===== config.mk =====
export PLATFORM = sky130hd
export DESIGN_NAME = ddc_control_fsm
export DESIGN_NICKNAME = d
export VERILOG_FILES = /design/src/verilog/ddc_pkg.sv /design/src/verilog/ddc_status_if.sv /design/src/verilog/ddc_status_fmt.sv /design/src/verilog/ddc_control_fsm.sv
export VERILOG_INCLUDE_DIRS = /design/src /design/src/verilog
export SDC_FILE = /design/constraint.sdc
export NUM_CORES = 1
export LEC_CHECK = 0
export BUFFER_PORTS_ARGS = -buffer_cell sky130_fd_sc_hd__buf_4
export CORE_UTILIZATION = 25
export CTS_CLUSTER_DIAMETER = 40
export DETAILED_ROUTE_END_ITERATION = 12
export HOLD_SLACK_MARGIN = 0.02
export SKIP_LAST_GASP = 1
export SYNTH_ARGS = -nofsm -noshare
export SYNTH_HDL_FRONTEND = slang
export SYNTH_HIERARCHICAL = 1
export SYNTH_SLANG_ARGS = --single-unit

===== constraint.sdc =====
create_clock -name ref_clk -period 2.5 [get_ports ref_clk]
set_clock_uncertainty 0.2 [all_clocks]
set_input_delay 0.125 -clock ref_clk [delete_from_list [all_inputs] [get_ports ref_clk]]
set_output_delay 0.125 -clock ref_clk [all_outputs]
set_load 0.005 [all_outputs]

===== src/verilog/ddc_map.svh =====
`ifndef DDC_MAP_SVH
`define DDC_MAP_SVH

// Command field and its patterns on control word bits 3..0.
`define DDC_CMD_LSB 0
`define DDC_CMD_OFF_MASK 4'h7
`define DDC_CMD_OFF 4'h6
`define DDC_CMD_ON 4'h7
`define DDC_CMD_ENABLE_OP 4'hF
// Control word bit positions.
`define DDC_CW_COAST_BIT 1
`define DDC_CW_QUICK_BIT 2
`define DDC_CW_REMOTE_BIT 10
// Status word bit positions.
`define DDC_SW_READY_BIT 0
`define DDC_SW_POWER_BIT 1
`define DDC_SW_OPER_BIT 2
`define DDC_SW_FAULT_BIT 3
`define DDC_SW_NO_COAST_BIT 4
`define DDC_SW_NO_QUICK_BIT 5
`define DDC_SW_INHIBIT_BIT 6
`define DDC_SW_REMOTE_BIT 9
`define DDC_SW_HOME_BIT 11
// Masks used by the master to identify the state.
`define DDC_STATE_MASK 16'h0277
`define DDC_STATE_MASK_SHORT 16'h0047
// Reset values.
`define DDC_STATUS_RESET 16'h0000
// Self-test duration after reset, in ns, and derived cycles at 25 MHz.
`define DDC_SELFTEST_NS 1000
`define DDC_CLK_NS 40
`define DDC_SELFTEST_CYC ((`DDC_SELFTEST_NS + `DDC_CLK_NS - 1) / `DDC_CLK_NS)

`endif


===== src/verilog/ddc_pkg.sv =====
package ddc_pkg;
	typedef enum logic [5:0] {
		DDC_SELF_TEST = 6'h01,
		DDC_START_LOCKED = 6'h02,
		DDC_ARMED = 6'h04,
		DDC_POWER_ON = 6'h08,
		DDC_RUNNING = 6'h10,
		DDC_COASTING = 6'h20
	} ddc_state_t;
endpackage


===== src/verilog/ddc_status_if.sv =====
interface ddc_status_if;
	ddc_pkg::ddc_state_t state;
	logic coast_active;
	logic quick_active;
	logic remote;
	logic fault;
	logic home_valid;
	logic [15:0] status_word;
	modport core (output state, output coast_active, output quick_active, output remote,
		output fault, output home_valid, input status_word);
	modport fmt (input state, input coast_active, input quick_active, input remote,
		input fault, input home_valid, output status_word);
endinterface


===== src/verilog/ddc_status_fmt.sv =====
`include "ddc_map.svh"

module ddc_status_fmt (
	// Clock and reset
	input wire logic ref_clk,
	input wire logic reset,
	// State from the sequencer
	ddc_status_if.fmt st
);
	logic [15:0] next_status;

	always_comb begin
		next_status = 16'h0000;
		case (st.state)
			ddc_pkg::DDC_START_LOCKED: next_status[`DDC_SW_INHIBIT_BIT] = 1'b1;
			ddc_pkg::DDC_ARMED: next_status[`DDC_SW_READY_BIT] = 1'b1;
			ddc_pkg::DDC_POWER_ON: begin
				next_status[`DDC_SW_READY_BIT] = 1'b1;
				next_status[`DDC_SW_POWER_BIT] = 1'b1;
			end
			ddc_pkg::DDC_RUNNING: begin
				next_status[`DDC_SW_READY_BIT] = 1'b1;
				next_status[`DDC_SW_POWER_BIT] = 1'b1;
				next_status[`DDC_SW_OPER_BIT] = 1'b1;
			end
			// Coast stop leaves the drive inhibited until the master releases it.
			ddc_pkg::DDC_COASTING: next_status[`DDC_SW_INHIBIT_BIT] = 1'b1;
			default: next_status = 16'h0000;
		endcase
		// Stop bits are reported apart from the state code.
		next_status[`DDC_SW_NO_COAST_BIT] = ~st.coast_active;
		next_status[`DDC_SW_NO_QUICK_BIT] = ~st.quick_active;
		next_status[`DDC_SW_FAULT_BIT] = st.fault;
		next_status[`DDC_SW_REMOTE_BIT] = st.remote;
		next_status[`DDC_SW_HOME_BIT] = st.home_valid;
	end

	always_ff @(posedge ref_clk) begin
		if (reset) begin
			st.status_word <= `DDC_STATUS_RESET;
		end else begin
			st.status_word <= next_status;
		end
	end
endmodule


===== src/verilog/ddc_control_fsm.sv =====
// Functional notes
// - Self-test after reset, then start-locked, link up.
// - Start-locked keeps power stage off.
// - Start-locked to armed on enables and x110.
// - Armed waits for both enable inputs.
// - Armed plus 0111 enables power stage.
// - Power-on plus 1111 enters running.
// - Running keeps power stage and controller active.
// - Running plus 0111 ramps down to power-on.
// - Running plus x110 returns to armed.
// - Cleared bit 1 coasts, power stage off.
// - Any fault forces start-locked.
// - State read as status AND 0x0277.
// - Mask 0x0047 gives 0040, 0001, 0003, 0007.
// - Stop bits 4, 5 excluded from state.
// - Absolute encoder sets home valid directly.
// - Bits 4, 5 low while stops active.
// - Status bit 9 mirrors control bit 10.
// - Status bit 3 shows active fault.
`include "ddc_map.svh"

module ddc_control_fsm (
	// Clock and reset
	input wire logic ref_clk,
	input wire logic reset,
	// Cyclic frame from the fieldbus
	input wire logic frame_valid,
	input wire logic [15:0] control_word_param,
	// Drive inputs
	input wire logic power_stage_enable_input,
	input wire logic controller_enable_input,
	input wire logic fault_active,
	input wire logic absolute_encoder,
	input wire logic homing_done,
	input wire logic motor_at_standstill,
	// Status back to the fieldbus
	output logic [15:0] status_word_param,
	output logic link_active,
	// Drive outputs
	output logic power_stage_on,
	output logic controller_on,
	output logic stop_ramp_active,
	output logic coast_stop_cmd,
	output logic quick_stop_cmd
);
	localparam logic [5:0] SELFTEST_CYC = 6'(`DDC_SELFTEST_CYC);

	ddc_status_if st ();
	ddc_pkg::ddc_state_t state;
	ddc_pkg::ddc_state_t next_state;
	logic [5:0] selftest_count;
	logic [3:0] cmd;
	logic remote;
	logic enables;
	logic off_cmd;

	assign cmd = control_word_param[3:0];
	assign remote = control_word_param[`DDC_CW_REMOTE_BIT];
	assign enables = power_stage_enable_input & controller_enable_input;
	assign off_cmd = (cmd & `DDC_CMD_OFF_MASK) == `DDC_CMD_OFF;

	// Self-test runs with the link held down so the master sees no frames answered.
	always_ff @(posedge ref_clk) begin
		if (reset) begin
			selftest_count <= 6'h00;
		end else if (state == ddc_pkg::DDC_SELF_TEST) begin
			selftest_count <= selftest_count + 6'h01;
		end
	end

	always_comb begin
		next_state = state;
		case (state)
			ddc_pkg::DDC_SELF_TEST: begin
				if (selftest_count >= SELFTEST_CYC - 6'h01) begin
					next_state = ddc_pkg::DDC_START_LOCKED;
				end
			end
			ddc_pkg::DDC_START_LOCKED: begin
				if (enables && off_cmd) begin
					next_state = ddc_pkg::DDC_ARMED;
				end
			end
			ddc_pkg::DDC_ARMED: begin
				if (enables && cmd == `DDC_CMD_ON) begin
					next_state = ddc_pkg::DDC_POWER_ON;
				end
			end
			ddc_pkg::DDC_POWER_ON: begin
				if (cmd == `DDC_CMD_ENABLE_OP) begin
					next_state = ddc_pkg::DDC_RUNNING;
				end else if (off_cmd) begin
					next_state = ddc_pkg::DDC_ARMED;
				end
			end
			ddc_pkg::DDC_RUNNING: begin
				if (cmd == `DDC_CMD_ON) begin
					next_state = ddc_pkg::DDC_POWER_ON;
				end else if (off_cmd) begin
					next_state = ddc_pkg::DDC_ARMED;
				end
			end
			ddc_pkg::DDC_COASTING: begin
				if (off_cmd) begin
					next_state = ddc_pkg::DDC_START_LOCKED;
				end
			end
			default: next_state = ddc_pkg::DDC_SELF_TEST;
		endcase
		// Coast stop from any state except self-test overrides the command field.
		if (state != ddc_pkg::DDC_SELF_TEST && !control_word_param[`DDC_CW_COAST_BIT]) begin
			next_state = ddc_pkg::DDC_COASTING;
		end
	end

	// Commands count only on a frame with the remote bit set; others are ignored.
	always_ff @(posedge ref_clk) begin
		if (reset) begin
			state <= ddc_pkg::DDC_SELF_TEST;
		end else if (state == ddc_pkg::DDC_SELF_TEST) begin
			state <= next_state;
		end else if (fault_active) begin
			state <= ddc_pkg::DDC_START_LOCKED;
		end else if (frame_valid && remote) begin
			state <= next_state;
		end
	end

	// Stop commands are latched per frame so the status reflects the last frame seen.
	always_ff @(posedge ref_clk) begin
		if (reset) begin
			coast_stop_cmd <= 1'b0;
			quick_stop_cmd <= 1'b0;
			st.remote <= 1'b0;
		end else if (frame_valid && state != ddc_pkg::DDC_SELF_TEST) begin
			coast_stop_cmd <= remote & ~control_word_param[`DDC_CW_COAST_BIT];
			quick_stop_cmd <= remote & ~control_word_param[`DDC_CW_QUICK_BIT];
			st.remote <= remote;
		end
	end

	// Power stage, controller and link outputs are registered from the state so they change together with the status word.
	always_ff @(posedge ref_clk) begin
		if (reset) begin
			power_stage_on <= 1'b0;
			controller_on <= 1'b0;
			link_active <= 1'b0;
		end else begin
			// Taken from the accepted state, never from a command that no frame carried.
			power_stage_on <= state == ddc_pkg::DDC_POWER_ON
				|| state == ddc_pkg::DDC_RUNNING;
			controller_on <= state == ddc_pkg::DDC_RUNNING;
			link_active <= state != ddc_pkg::DDC_SELF_TEST;
		end
	end

	// The emergency ramp runs after controller enabling is withdrawn from a moving drive.
	always_ff @(posedge ref_clk) begin
		if (reset) begin
			stop_ramp_active <= 1'b0;
		end else if (state == ddc_pkg::DDC_RUNNING && next_state != ddc_pkg::DDC_RUNNING
			&& next_state != ddc_pkg::DDC_COASTING
			&& frame_valid && remote && !fault_active) begin
			stop_ramp_active <= ~motor_at_standstill;
		end else if (fault_active && state == ddc_pkg::DDC_RUNNING) begin
			stop_ramp_active <= ~motor_at_standstill;
		end else if (motor_at_standstill || state == ddc_pkg::DDC_COASTING) begin
			stop_ramp_active <= 1'b0;
		end
	end

	assign st.state = state;
	assign st.coast_active = coast_stop_cmd;
	assign st.quick_active = quick_stop_cmd;
	assign st.fault = fault_active;
	assign st.home_valid = absolute_encoder | homing_done;

	ddc_status_fmt u_fmt (
		.ref_clk(ref_clk),
		.reset(reset),
		.st(st)
	);

	assign status_word_param = st.status_word;
endmodule


==> qor.yml, run 1 <==
sta:
  whs_ns: -0.00575
  final-max-slew-violation-count: 0
  setup_violations: 0
  period_share_pct: 90.6
  hold_viol: 1
  tightest_slew_ns: 0.523
  rsz0062_at_grt: "false"
  period_needed_ns: 2.27
  slew_headroom_pct: 65.0
  final.setup.tns_ns: 0
  max_freq_mhz: 441
synth:
  ys_seq_elements: 28
  synth.top_cell.area_share_pct: 37.6
  synth_commonest_cells: "28 x dfxtp_1, 21 x nor2_1, 8 x a21oi_1, 8 x nand2_1, 8 x xor2_1"
  yosysUniqueCellTypes: 46
  synth_top_cell_by_area: "dfxtp_1"
  yosysWarnings: 6
  synthCells: 173
  netlist_area_um2: 1490
  yosysSeqAreaShare_pct: 37.6
  async_reset_ff_share_pct: 0
  syn_area_per_cell_um2: 8.61
  synth_most_common_cell: "dfxtp_1"
  synth_edf_count: 0
  synth_area_leaders: "dfxtp_1 38%, nor2_1 5.3%, xor2_1 4.7%, buf_4 3.5%, a21oi_1 2.7%"
  ys.flop_type: "dfxtp_1"
routing:
  viasPerCell: 4.75
  drt_iter0_markers: 83
  postRouteAntennaNets: 0
  vias: 1325
  wl_per_cell_um: 11.8
  wl_mm: 3.29
  drc: 0
  firstDrtPassIters: 4
die:
  fp.dieH_um: 79.2
  ios: 47
  start_util_pct: 26.6
  fp.dieW_um: 79.2
  rows: 27
  coreArea_um2: 5610
  die_area_um2: 6270
pwr:
  power_density_nw_per_um2: 750
  leakagePower_nw: 0.793
  vdd_drop_max_v: 0.000447
  power_mw: 1.43
critical_path:
  cpLargestDelayFamily: "buffers and inverters"
  critical_path_class: "reg2reg"
  cp-start-kind: "register"
  cp_data_arrival_time_ns: 2.23
  critPathRequiredTime_ns: 2.47
  slowest_delay_ns: 0.56
  path_max_fanout: 14
  timing.critical_path.cells: "or3_1 > o21ai_2 > mux2i_1 > nor2_1 > dlygate4sd3_1"
  cp_slowest_cell: "dlygate4sd3_1"
  path_buf_inv: 1
  end_kind: "register"
global_route:
  groute.usage.overall_pct: 11.4
  grt-ovfl-total: 0
  antenna_found_initial: 0
  grt_pass1_vias: 1180
  grt_max_degree: 27
  grt_pass1_wl_mm: 5.71
cts:
  cts_sinks: 28
  cts_tree: "done"
  htree_levels: 1
  cts_root_buffer: "clkbuf_8"
  insertion_delay_ns: 0.27
  path_clk_slew_ns: 0.09
  cts_buffers: 3
  clockBufferDepth: 2
worst_hold_path:
  hold_class: "in2reg"
placement:
  place_hpwl_mm: 2.36
  numPortBuffers: 28
  gp_congestion: 0.849
run_status:
  violations: "hold timing"
  outcome: "finished with violations"
finish:
  area_delta_synth_final_pct: 28.1
  n_antenna_cell: 0
  fillers: 608
  nets: 235
  drive_gt1_share_pct: 25.1
job:
  drv_cap: 0
through the flow:
stage / cells / worst slack (ns) / utilization (%) / area [um^2]
4_1_cts: 279 / 0.0208 / 33.8 / 1900
3_5_place_dp: 266 / 0.469 / 31.0 / 1740
2_1_floorplan: 179 / 0.687 / - / 1510
5_1_grt: 279 / 0.103 / 34.0 / 1910
6_report: 279 / 0.234 / 34.0 / 1910
3_3_place_gp: 266 / 0.486 / 31.0 / 1740
per-layer routing:
metal	track usage (%)	wire, um	up-vias
met4	2.00	17	0
met2	17.3	1380	42
met1	15.7	1660	609
li1	-	-	672
met3	3.79	235	2
met5	0	0	-
registers in the layout (all words and copies together) (netlist names):
register / cells
quick_stop_cmd: 1
power_stage_on: 1
coast_stop_cmd: 1
stop_ramp_active: 1
st.remote: 1
link_active: 1
controller_on: 1
selftest_count: 6
u_fmt/st.status_word: 9
st.state: 6
cell usage in the layout, fill, tap and decap left out, drive strengths merged, types with 2 or more instances in the layout:
cell	Yosys	layout
buf	13	30
dfxtp	28	28
nor2	22	22
dlygate4sd3	0	9
nand2	8	8
a21oi	8	8
xor2	8	8
nand3	7	7
conb	1	7
o21ai	7	7
nor3	6	6
and3	5	5
inv	4	4
and2	4	4
a211oi	4	4
or2	3	3
or3b	3	3
xnor2	3	3
o211ai	3	3
clkbuf	2	3
nor2b	3	3
or3	3	3
nor4	3	3
and3b	2	2
a311oi	2	2
o2111ai	2	2
nor3b	2	2
nand4	2	2
nand4b	2	2
a221o	2	2
ha	2	2
cells by family (layout without fill, tap and decap cells):
family	count (synthesis)	count (layout)	synth area share, %
and+or+nand+nor	77	77	29.9
AOI/OAI and AO/OA	34	34	16.3
DFF	28	28	37.6
buffers and inverters	19	47	7.06
xor gates and xnor gates	11	11	6.47
adders and majority gates	2	2	1.68
other	1	7	0.252
muxes	1	1	0.672
final cells by class:
cell class	instances	area, um^2	share of cell area [%]
multi-input combinational	132	850	44.6
clock buffer	3	41.3	2.17
inverter	4	15.0	0.787
timing repair buffer	39	315	16.5
tap	72	90.1	4.72
sequential	28	566	29.7
clock inverter	1	30.0	1.57
power breakdown:
| part | switching [mW] | internal (mW) | total (mW) |
|---|---|---|---|
| clock network | 0.141 | 0.214 | 0.355 |
| logic | 0.263 | 0.238 | 0.500 |
| registers | 0.0721 | 0.503 | 0.575 |
worst paths after layout:
path	cells past startpoint	slack [ns]	endpoint	startpoint
hold reg to reg	1	0.25	u_fmt/st.status_word[4]	coast_stop_cmd
setup / recovery	5	0.23	st.remote	st.state[2]
setup reg to reg	5	0.23	st.remote	st.state[2]
hold / removal	4	-0.006	quick_stop_cmd	frame_valid
repair_timing:
action                                 CTS  global route
resized for setup                        0             5
endpoints found under the hold margin   18             0
hold buffers                             9             0
buffers inserted                         0             0
setup endpoints to repair                0             1
tightest hold or removal path, cell delays in order:
cell	delay, ns
buf_4	0.10
o21ai_2	0.08
nand2_1	0.07
a21oi_1	0.05
(Power assumes the default switching activity.)
==> run 2, diff against run 1 <==
- ABC_AREA: not set -> 1
==> run 2 against run 1 <==
  * The run now ends clean
  * Synthesized area rose by 4.3%
  * Critical path depth rose by 3
  * Clock-buffer cell count rose by 1
  * Highest routed layer unchanged
==> qor.yml, run 2 <==
routing:
  firstDrtPassIters: 4  # unchanged
  postRouteAntennaNets: 0  # unchanged
  viasPerCell: 4.34  # -8.7%
  drc: 0  # unchanged
  vias: 1496  # +13%
  wl_per_cell_um: 10.0  # -15%
  drt_iter0_markers: 48  # -42%
  wl_mm: 3.46  # +5.0%
pwr:
  vdd_drop_max_v: 0.000298  # -33%
  leakagePower_nw: 0.946  # +19%
  switchingPower_mw: 0.508  # +6.8%
  combinationalPowerShare_pct: 35.8  # +0.8 points
  seq_power_share_pct: 42.8  # +2.6 points
  power.internal_mw: 0.817  # -14%
  pwr-share-clk_pct: 21.4  # -3.4 points
  p_sw_share_pct: 38.3  # +5.1 points
  power_density_nw_per_um2: 670  # -11%
sta:
  rsz0062_at_grt: "false"
  hold_viol: 0  # -1
  max_freq_mhz: 438  # -0.79%
  period_needed_ns: 2.28  # +0.0181 ns
  period_share_pct: 91.3  # +0.72 points
  setup_violations: 0  # unchanged
  final.setup.tns_ns: 0  # unchanged
  final-max-slew-violation-count: 0  # unchanged
finish:
  final_util_pct: 33.2  # -0.83 points
  n_antenna_cell: 0  # unchanged
  regArea_um2: 561  # -0.88%
  multi_input_comb_area_um2: 790  # -7.1%
  largest_reg_flops: 9  # unchanged
  fillers: 671  # +10%
  layout_common_cells: "57 x nand2_1, 36 x inv_1, 28 x dfxtp_1, 28 x buf_4, 24 x nor2_1"
  final_common_cell: "nand2_1"
  nets: 298  # +27%
  top_regs: "u_fmt/st.status_word x9, selftest_count x6, st.state x6"
  drive_gt1_share_pct: 19.6  # -5.5 points
  regMostFlops: "u_fmt/st.status_word"
  area_delta_synth_final_pct: 27.2
cts:
  path_clk_slew_ns: 0.09  # about the same
  cts_sinks: 28  # unchanged
  htree_levels: 1  # unchanged
  cts_root_buffer: "clkbuf_8"
  cts_buffers: 3  # unchanged
  clockBufferDepth: 2  # unchanged
  cts_resized: 0  # unchanged
  insertion_delay_ns: 0.28  # about the same
  cts_tree: "done"
critical_path:
  r2r_slack_ns: 0.22  # -0.02 ns
  critical_path_class: "reg2reg"
  cp-start-kind: "register"
  worstRegToRegCells: 8  # +3
  path_max_fanout: 12  # -2
  crit-reg2reg-launch: "st.state[4]"
  r2r_end: "stop_ramp_active"
  critPathCapture: "stop_ramp_active"
  cp_data_arrival_time_ns: 2.31  # +0.08 ns
  end_kind: "register"
  startpoint: "st.state[4]"
  critPathRequiredTime_ns: 2.53  # +0.06 ns
placement:
  gp_congestion: 0.808  # -4.8%
  numPortBuffers: 28  # unchanged
  place_hpwl_mm: 2.57  # +9.1%
job:
  drv_cap: 0  # unchanged
synth:
  syn_area_per_cell_um2: 6.75  # -22%
  synth_commonest_cells: "57 x nand2_1, 36 x inv_1, 28 x dfxtp_1"
  synth_most_common_cell: "nand2_1"
  async_reset_ff_share_pct: 0  # unchanged
  ys_seq_elements: 28  # unchanged
  synth.top_cell.area_share_pct: 36.1  # -1.5 points
  yosysUniqueCellTypes: 27  # -41%
  yosysWarnings: 6  # unchanged
  synth_top_cell_by_area: "dfxtp_1"
  netlist_area_um2: 1550  # +4.3%
  ys.flop_type: "dfxtp_1"
  yosysSeqAreaShare_pct: 36.1  # -1.5 points
  synth_edf_count: 0  # unchanged
  synth_area_leaders: "dfxtp_1 36%, nand2_1 14%, inv_1 8.7%, nand3_1 5.8%, nor2_1 5.8%"
  synthCells: 230  # +33%
die:
  fp.dieW_um: 80.8  # +2.1%
  start_util_pct: 26.1  # -0.48 points
  fp.dieH_um: 80.8  # +2.1%
  rows: 28  # +3.7%
  die_area_um2: 6530  # +4.2%
  ios: 47  # unchanged
  coreArea_um2: 5960  # +6.2%
global_route:
  groute.usage.overall_pct: 11.0  # -0.44 points
  antenna_found_initial: 0  # unchanged
  grt_pass1_wl_mm: 5.63  # -1.3%
  grt-ovfl-total: 0  # unchanged
  grt_max_degree: 23  # -15%
  grt_pass1_vias: 1323  # +12%
run_status:
  outcome: "complete, no violations"
worst_hold_path:
  hold_class: "in2reg"
  hold_depth: 6  # +2
## run 2: cell types whose count changed in the layout (fill, tap and decap cells not counted), moves of 4 or more
cell / previous run / this run
nand2_1: 8 / 57
inv_1: 4 / 36
nand3_1: 7 / 18
a21oi_1: 8 / 16
xor2_1: 8 / 0
and3_1: 5 / 0
nor2_2: 1 / 6
and2_1: 4 / 0
dfxtp_1: 24 / 28
dfxtp_2: 4 / 0
nor2_4: 0 / 4
o21ai_0: 5 / 9
## run 2: worst min path at each step
stage / slack, ns / from / end
6_report: 0.10 / control_word_param[10] / st.state[0]
3_3_place_gp: 0.18 / motor_at_standstill / stop_ramp_active
2_1_floorplan: 0.004 / reset / selftest_count[2]
4_1_cts: 0.09 / control_word_param[10] / st.state[0]
3_5_place_dp: 0.18 / motor_at_standstill / stop_ramp_active
5_1_grt: 0.13 / control_word_param[10] / st.state[0]
## run 2: cell type report
type | count | share of cell area, %
multi-input cells | 159 | 40.0
flip-flops and latches | 28 | 28.4
repair buffers | 40 | 16.7
inverters | 39 | 7.41
well taps | 75 | 4.75
clock buffers | 4 | 2.79
## run 2: power groups by stage
stage                     logic (mW)  clock network (mW)  registers, mW
after detailed placement       0.461                   0          0.576
after global routing           0.547               0.308          0.575
after CTS                      0.479               0.299          0.567
final                          0.475               0.283          0.567
after floorplan                0.369                   0          0.566
after global placement         0.450                   0          0.575
## run 2: routing by layer
layer	vias up	GRT usage [%]	share of wire, %
met3	5	2.81	3.3
met5	-	0	0
met4	0	2.14	0.81
met1	691	12.1	43
met2	23	20.9	53
li1	777	-	-
## run 2: cells by family (layout without fill, tap and decap cells)
| logic type | after synthesis | in the layout | share of synthesized area [%] |
|---|---|---|---|
| other | 1 | 7 | 0.242 |
| adders and majority gates | 2 | 2 | 1.61 |
| and+or+nand+nor | 122 | 122 | 37.9 |
| AOI/OAI and AO/OA | 28 | 28 | 9.67 |
| DFF | 28 | 28 | 36.1 |
| buffers and inverters | 49 | 83 | 14.5 |
## run 2: per-stage QoR
stage                     hold slack, ns  cell area [um^2]  setup WS [ns]  total power [mW]  cells
final                              0.104              1980          0.216              1.32    345
after global routing               0.131              1980         0.0460              1.43    345
after CTS                         0.0862              1980          0.213              1.34    345
after detailed placement           0.184              1800          0.790              1.04    329
after global placement             0.184              1800          0.791              1.02    329
after floorplan                  0.00431              1580           1.06             0.935    236
## run 2: repair_timing
item                      in CTS  in global routing
setup buffers                  0                  0
hold endpoints to repair      18                  0
hold buffers                  12                  0
## run 2: worst max-delay path, stage by stage, from the launching register on
cell	delay (ns)
dfxtp_1	0.41
nor2_4	0.20
nand4_4	0.24
nand2_2	0.22
o21ai_0	0.14
inv_1	0.07
nand3_1	0.07
a21oi_1	0.12
dlygate4sd3_1	0.55
